## src/sic_map.vh

```
// register offsets, field positions and codes for the system integration control block
`ifndef SIC_MAP_VH
`define SIC_MAP_VH
`define SIC_OFF_SERVICE 8'h03
`define SIC_OFF_PIN_SEL 8'h04
`define SIC_OFF_PARK 8'h0c
`define SIC_OFF_CLKCTL 8'h08
`define SIC_SERVICE_FIRST 8'h55
`define SIC_SERVICE_SECOND 8'hAA
`define SIC_PARK_RESET 8'h00
`define SIC_CLKCTL_RESET 8'h00
`define SIC_PARK_HI 7
`define SIC_PARK_LO 6
`define SIC_IARB_BIT 5
`define SIC_EARB_BIT 4
`define SIC_SHOW_BIT 3
`define SIC_WIDE_COUNT_BIT 0
`define SIC_PARK_WMASK 8'hF9
`define SIC_STOPEN_BIT 7
`define SIC_WAKE_HI 2
`define SIC_WAKE_LO 0
`define SIC_CLKCTL_WMASK 8'h87
`define SIC_MODE_RR 2'b00
`define SIC_MODE_CORE 2'b01
`define SIC_MODE_DMA 2'b10
`define SIC_MODE_CUR 2'b11
`define SIC_WAKE_ANY 3'b000
`define SIC_WAKE_NONE 3'b111
`define SIC_BWC_MAX 3'b000
`define SIC_PIN_ALL_PORT 16'h0000
`define SIC_PIN_ALL_ALT 16'hFFFF
`define SIC_OWN_CORE 1'b0
`define SIC_OWN_DMA 1'b1
`endif

```

## src/sic_arbiter.v

```verilog
// internal bus arbiter between core, dma module and external master
`timescale 1ns/100ps
`include "sic_map.vh"
module sic_arbiter (
	// clock and reset
	input wire clk,
	input wire resetn,
	// configuration
	input wire [1:0] park_mode,
	input wire internal_arbitration_enable,
	input wire [2:0] dma_bandwidth_control,
	// requests
	input wire core_req,
	input wire dma_req,
	input wire external_bus_grant_n,
	// grants
	output reg grant_core,
	output reg grant_dma,
	output reg grant_ext
);
	reg last_owner;
	reg ext_return;
	reg next_core;
	reg next_dma;
	reg next_ext;
	always @* begin
		next_core = 1'b0;
		next_dma = 1'b0;
		next_ext = 1'b0;
		if (internal_arbitration_enable && external_bus_grant_n) begin
			next_ext = 1'b1;
		end else if (ext_return && core_req) begin
			next_core = 1'b1;
		end else if (dma_req && dma_bandwidth_control == `SIC_BWC_MAX) begin
			next_dma = 1'b1;
		end else if (core_req && dma_req) begin
			case (park_mode)
				`SIC_MODE_RR: begin
					next_dma = (last_owner == `SIC_OWN_CORE);
					next_core = (last_owner == `SIC_OWN_DMA);
				end
				`SIC_MODE_CORE: begin
					next_core = 1'b1;
				end
				`SIC_MODE_DMA: begin
					next_dma = 1'b1;
				end
				`SIC_MODE_CUR: begin
					next_dma = (last_owner == `SIC_OWN_DMA);
					next_core = (last_owner == `SIC_OWN_CORE);
				end
				default: begin
					next_core = 1'b1;
				end
			endcase
		end else begin
			next_core = core_req;
			next_dma = dma_req;
		end
	end
	always @(posedge clk or negedge resetn) begin
		if (!resetn) begin
			grant_core <= 1'b0;
			grant_dma <= 1'b0;
			grant_ext <= 1'b0;
			last_owner <= `SIC_OWN_CORE;
			ext_return <= 1'b0;
		end else begin
			grant_core <= next_core;
			grant_dma <= next_dma;
			grant_ext <= next_ext;
			if (next_core) begin
				last_owner <= `SIC_OWN_CORE;
			end else if (next_dma) begin
				last_owner <= `SIC_OWN_DMA;
			end
			if (next_ext) begin
				ext_return <= 1'b1;
			end else if (next_core || next_dma) begin
				ext_return <= 1'b0;
			end
		end
	end
endmodule

```

## src/sic_top.v

```verilog
// system integration control: watchdog service, stop control, pin select, master park
// Functional notes
// software writes 55 then AA to service
// other accesses between service writes are tolerated
// service write never clears pending timeout
// acknowledge cycle clears watchdog pending flag
// stop acknowledged only with enable; reset clears
// stop gates only core clock
// wake level field sets wake priority threshold
// qualifying interrupt restores core clock
// pin bit zero port, one alternate
// pin select reset follows config pin
// park field selects internal arbitration scheme
// software enables internal arbitration for masters
// dma max bandwidth beats core; code grants a requesting core first after an external tenure ends
// negated external grant gives external priority
// external arbitration bit gates peripheral arbitration
// base address register is core only
// round robin alternates core and dma
// visibility with external arbitration drives data out
`timescale 1ns/100ps
`include "sic_map.vh"
module sic_top (
	// clock and reset
	input wire clk,
	input wire resetn,
	// register access
	input wire reg_wr,
	input wire reg_rd,
	input wire [7:0] reg_addr,
	input wire [15:0] reg_wdata,
	input wire reg_from_external,
	input wire reg_is_base_address,
	output reg [15:0] reg_rdata,
	output wire reg_base_denied,
	// watchdog
	input wire watchdog_timeout,
	input wire interrupt_acknowledge_cycle,
	output reg watchdog_pending_flag,
	output reg watchdog_serviced,
	// stop control
	input wire stop_request,
	input wire [2:0] interrupt_level,
	output reg stop_acknowledge,
	output wire core_clock_enable,
	output wire module_clock_enable,
	// pin function
	input wire addr_config_pin,
	output wire [15:0] pin_function_select,
	// arbitration
	input wire core_req,
	input wire dma_req,
	input wire [2:0] dma_bandwidth_control,
	input wire external_bus_grant_n,
	input wire peripheral_access,
	output wire grant_core,
	output wire grant_dma,
	output wire grant_ext,
	output wire peripheral_external_arbitrate,
	output wire register_data_drive_external,
	output wire dma_count_24bit
);
	////////////////////////////////////////////////////////////////////////////
	// registers
	reg [7:0] park_reg;
	reg [7:0] clkctl_reg;
	reg [15:0] pin_reg;
	reg pin_captured;
	reg service_armed;
	reg stopped;
	wire wr_ok;
	wire [2:0] wake_level_select;
	wire stop_acknowledge_enable;
	wire wake_hit;
	assign wr_ok = reg_wr && !(reg_is_base_address && reg_from_external);
	assign reg_base_denied = (reg_wr || reg_rd) && reg_is_base_address && reg_from_external;
	assign wake_level_select = clkctl_reg[`SIC_WAKE_HI:`SIC_WAKE_LO];
	assign stop_acknowledge_enable = clkctl_reg[`SIC_STOPEN_BIT];
	////////////////////////////////////////////////////////////////////////////
	// register writes
	always @(posedge clk or negedge resetn) begin
		if (!resetn) begin
			park_reg <= `SIC_PARK_RESET;
			clkctl_reg <= `SIC_CLKCTL_RESET;
			pin_reg <= `SIC_PIN_ALL_PORT;
			pin_captured <= 1'b0;
		end else begin
			if (!pin_captured) begin
				pin_captured <= 1'b1;
				pin_reg <= addr_config_pin ? `SIC_PIN_ALL_ALT : `SIC_PIN_ALL_PORT;
			end else if (wr_ok && reg_addr == `SIC_OFF_PIN_SEL) begin
				pin_reg <= reg_wdata;
			end
			if (wr_ok && reg_addr == `SIC_OFF_PARK) begin
				park_reg <= reg_wdata[7:0] & `SIC_PARK_WMASK;
			end
			if (wr_ok && reg_addr == `SIC_OFF_CLKCTL) begin
				clkctl_reg <= reg_wdata[7:0] & `SIC_CLKCTL_WMASK;
			end
		end
	end
	////////////////////////////////////////////////////////////////////////////
	// register reads
	always @(posedge clk or negedge resetn) begin
		if (!resetn) begin
			reg_rdata <= 16'h0000;
		end else if (reg_rd && !reg_base_denied) begin
			case (reg_addr)
				`SIC_OFF_PIN_SEL: begin
					reg_rdata <= pin_reg;
				end
				`SIC_OFF_PARK: begin
					reg_rdata <= {8'h00, park_reg};
				end
				`SIC_OFF_CLKCTL: begin
					reg_rdata <= {8'h00, clkctl_reg};
				end
				default: begin
					reg_rdata <= 16'h0000;
				end
			endcase
		end else begin
			reg_rdata <= 16'h0000;
		end
	end
	////////////////////////////////////////////////////////////////////////////
	// watchdog service and pending flag
	always @(posedge clk or negedge resetn) begin
		if (!resetn) begin
			service_armed <= 1'b0;
			watchdog_serviced <= 1'b0;
			watchdog_pending_flag <= 1'b0;
		end else begin
			watchdog_serviced <= 1'b0;
			if (wr_ok && reg_addr == `SIC_OFF_SERVICE) begin
				if (reg_wdata[7:0] == `SIC_SERVICE_FIRST) begin
					service_armed <= 1'b1;
				end else if (reg_wdata[7:0] == `SIC_SERVICE_SECOND && service_armed) begin
					service_armed <= 1'b0;
					watchdog_serviced <= 1'b1;
				end
				// other values leave the armed state alone R2
			end
			if (watchdog_timeout) begin
				watchdog_pending_flag <= 1'b1;
			end else if (interrupt_acknowledge_cycle) begin
				watchdog_pending_flag <= 1'b0;
			end
		end
	end
	////////////////////////////////////////////////////////////////////////////
	// stop mode and wake
	assign wake_hit = (wake_level_select == `SIC_WAKE_ANY) ? (interrupt_level != 3'b000) :
		(wake_level_select != `SIC_WAKE_NONE) && (interrupt_level > wake_level_select);
	always @(posedge clk or negedge resetn) begin
		if (!resetn) begin
			stopped <= 1'b0;
			stop_acknowledge <= 1'b0;
		end else begin
			stop_acknowledge <= 1'b0;
			if (stopped && wake_hit) begin
				stopped <= 1'b0;
			end else if (!stopped && stop_request && stop_acknowledge_enable) begin
				stopped <= 1'b1;
				stop_acknowledge <= 1'b1;
			end
		end
	end
	assign core_clock_enable = !stopped;
	assign module_clock_enable = 1'b1;
	////////////////////////////////////////////////////////////////////////////
	// pin select and arbitration controls
	assign pin_function_select = pin_reg;
	assign peripheral_external_arbitrate = peripheral_access && park_reg[`SIC_EARB_BIT] && !reg_is_base_address;
	assign register_data_drive_external = park_reg[`SIC_SHOW_BIT] && park_reg[`SIC_EARB_BIT];
	assign dma_count_24bit = park_reg[`SIC_WIDE_COUNT_BIT];
	sic_arbiter u_arb (
		.clk(clk),
		.resetn(resetn),
		.park_mode(park_reg[`SIC_PARK_HI:`SIC_PARK_LO]),
		.internal_arbitration_enable(park_reg[`SIC_IARB_BIT]),
		.dma_bandwidth_control(dma_bandwidth_control),
		.core_req(core_req),
		.dma_req(dma_req),
		.external_bus_grant_n(external_bus_grant_n),
		.grant_core(grant_core),
		.grant_dma(grant_dma),
		.grant_ext(grant_ext)
	);
endmodule

```

## config.mk

```make
export PLATFORM = sky130hd
export DESIGN_NAME = sic_top
export DESIGN_NICKNAME = d
export VERILOG_FILES = /design/src/sic_arbiter.v /design/src/sic_top.v
export VERILOG_INCLUDE_DIRS = /design/src /design/src/src
export SDC_FILE = /design/constraint.sdc
export NUM_CORES = 1
export LEC_CHECK = 0
export ABC_AREA = 1
export BUFFER_PORTS_ARGS = -buffer_cell sky130_fd_sc_hd__buf_4
export CAP_MARGIN = 25
export CELL_PAD_IN_SITES_DETAIL_PLACEMENT = 1
export CELL_PAD_IN_SITES_GLOBAL_PLACEMENT = 1
export CORE_MARGIN = 1
export CORE_UTILIZATION = 36
export CTS_CLUSTER_SIZE = 20
export DETAILED_ROUTE_END_ITERATION = 12
export GPL_TIMING_DRIVEN = 0
export PLACE_DENSITY_LB_ADDON = 0.1
export SLEW_MARGIN = 20
export SYNTH_ARGS = -nofsm -noshare
export SYNTH_HDL_FRONTEND = slang
export SYNTH_SLANG_ARGS = --single-unit
```

## constraint.sdc

```tcl
create_clock -name clk -period 1.4 [get_ports clk]
set_clock_uncertainty 0.05 [all_clocks]
set_input_delay 0.07 -clock clk [delete_from_list [all_inputs] [get_ports clk]]
set_output_delay 0.07 -clock clk [all_outputs]
set_load 0.005 [all_outputs]
```

==> results.json <==
{
  "clock_sinks": 53,
  "synthTopCellsByArea": "dfrtp_1, nand2_1, nand3_1, inv_1, o21ai_2",
  "multiInputGateArea_um2": 1050,
  "dpl.hpwl_mm": 5.59,
  "status": "complete, no violations",
  "ant_nets": 0,
  "drc": 0,
  "yosysTopAreaCellShare": 0.508,
  "stdcell_count": 515,
  "p_per_area_nw_per_um2": 888,
  "end_kind": "register",
  "fmax_mhz": 766,
  "vias": 2456,
  "tightestPinTransition_ns": 0.696,
  "fin_area_um2": 3620,
  "synth_common_cells": "nand2_1, dfrtp_1, inv_1",
  "firstDrtPassIters": 4,
  "holdWs_ns": 0.00657,
  "grt_use_total": 0.211,
  "ys_types": 29,
  "final_core_util": 0.524,
  "finalMaxSlewViolations": 0,
  "clkTransAtPathRegs_ns": 0.10,
  "grt_setup_unrepaired": "true",
  "coreArea_um2": 6910,
  "max_slew_margin": 0.536,
  "top_layer": "met4",
  "path_max_fanout": 4,
  "wl_met1_mm": 3.16,
  "synth.avg_cell_area_um2": 8.35,
  "wl_met3_um": 342,
  "numCtsBuffers": 5,
  "place.gp.congestion": 0.838,
  "ys_async_sr_fraction": 1.00,
  "ys_ff_latch": 53,
  "leakage_nw": 1.97,
  "hold_violations": 0,
  "dpl_cell_area_um2": 3380,
  "dp.cells": 496,
  "nFillCells": 884,
  "grt_max_degree": 54,
  "period_share": 0.933,
  "synthCells": 313,
  "die_area_um2": 7600,
  "met2_length_mm": 3.89,
  "io_pins": 88,
  "cts_tree": "done",
  "drive_gt1_frac": 0.320,
  "synth_edf_count": 0,
  "routedWlPerCell_um": 14.5,
  "syn_to_final_growth_pct": 38.5,
  "clock-root-buffer": "clkbuf_8",
  "htree_num_levels": 2,
  "antennaDiodeCount": 0,
  "synth_warnings": 0,
  "grt_pass1_wl_mm": 12.3,
  "hp-class": "in2reg",
  "antenna_found_initial": 0,
  "yosysMostFrequentCell": "nand2_1",
  "die_h_um": 87.2,
  "crit_arrival_ns": 1.47,
  "setup_ws_ns": 0.0941,
  "finalSetupViolations": 0,
  "initial_core_util": 0.378,
  "yosys.area.top_type": "dfrtp_1",
  "cts_buffer_depth": 2,
  "drt-initial-drc-count": 77,
  "critPathKind": "reg2reg",
  "ys_seq_area_frac": 0.508,
  "die_w_um": 87.2,
  "critPathRequiredTime_ns": 1.56,
  "drt-total-wl_mm": 7.46,
  "ys.flop_type": "dfrtp_1",
  "regArea_um2": 1330,
  "grt_pass1_vias": 2582,
  "drt-vias-per-instance": 4.77,
  "port_buffers": 86,
  "start_kind": "register",
  "cap_violations": 0,
  "ir_worst_vdd_mv": 0.436,
  "clock_latency_ns": 0.31,
  "syn-cell-area_um2": 2610,
  "rows": 30,
  "grt-ovfl-total": 0,
  "fin_nets": 465,
  "dp_slack_ns": -0.130,
  "period_minus_slack_ns": 1.31
}
## critical path, stage by stage (launching register included)
cell and delay [ns]:
dfrtp_1 0.42, inv_2 0.11, ha_4 0.21, nand3_1 0.07
nand2_1 0.05, inv_1 0.05, nand2_1 0.05, nand2_1 0.06
nand2_1 0.05, nand2_1 0.05, nand2_1 0.04
## routing by layer
metal / global-route usage / up-vias
li1: - / 1198
met1: 0.258 / 1196
met2: 0.389 / 57
met3: 0.0427 / 5
met4: 0.0387 / 0
met5: 0 / -
## layout by cell type, fill, tap and decap left out, types with 3 or more instances in the layout
cell type,synthesis,layout
buf_6,1,3
nor3_1,10,10
o21ai_0,11,11
o21ai_1,6,6
o21ai_2,10,10
clkbuf_8,0,5
inv_2,2,3
nor2_1,14,14
dlygate4sd3_1,0,10
nand2_2,6,7
a21oi_1,9,9
buf_4,4,90
inv_1,44,42
nand3_1,34,34
dfrtp_1,53,53
nand2_1,82,81
nand4_1,7,7
## logic make-up (layout without fill, tap and decap cells)
| kind of cell | Yosys count | count (layout) | share of synthesized area |
|---|---|---|---|
| AND/OR/NAND/NOR | 162 | 162 | 0.290 |
| buffers and inverters | 57 | 162 | 0.101 |
| other | 1 | 2 | 0.00144 |
| adder cells (fa/ha/maj) | 3 | 3 | 0.0144 |
| flip-flops | 53 | 53 | 0.508 |
| AO/OA/AOI/OAI | 37 | 37 | 0.0862 |
## area by class of cell
| class | count | share of cell area |
|---|---|---|
| timing repair buffer | 97 | 0.208 |
| clock buffer | 6 | 0.0201 |
| inverter | 46 | 0.0484 |
| tap | 96 | 0.0332 |
| sequential | 53 | 0.367 |
| multi-input combinational | 204 | 0.292 |
| clock inverter | 2 | 0.00380 |
| buffer | 11 | 0.0280 |
## metrics by stage
step | power (mW) | TNS [ns]
6_report | 3.21 | 0
5_1_grt | 3.38 | -0.0268
4_1_cts | 3.23 | 0
3_5_place_dp | 2.33 | -0.407
3_3_place_gp | 2.30 | -0.145
2_1_floorplan | 1.98 | 0
## what timing repair did
item                       4_1_cts  5_1_grt
cloned                           0        0
hold endpoints to repair        63        0
setup endpoints to repair       10        8
gates resized for setup          3        8
hold buffers                    10        0
buffers inserted                 0        1
## worst paths after layout
check                                          end  slack, ns                 startpoint  depth (start not counted)
min                        park_reg[6]$_DFFE_PN0P_      0.007               reg_wdata[6]                          3
max                            stopped$_DFFE_PN0P_       0.09  clkctl_reg[1]$_DFFE_PN0P_                         10
min reg2reg                    stopped$_DFFE_PN0P_       0.44        stopped$_DFFE_PN0P_                          2
max in group asynchronous  park_reg[3]$_DFFE_PN0P_       0.54                     resetn                          2
min in group asynchronous   reg_rdata[7]$_DFF_PN0_       0.29                     resetn                          2
max reg2reg                    stopped$_DFFE_PN0P_       0.09  clkctl_reg[1]$_DFFE_PN0P_                         10
## where the power goes
part           internal, mW  total [mW]  switching (mW)
Clock                 0.358       0.884           0.526
Sequential             1.63        1.70          0.0697
Combinational         0.311       0.634           0.324
Total                  2.29        3.21           0.919
Power figures use the tool's default switching activity.
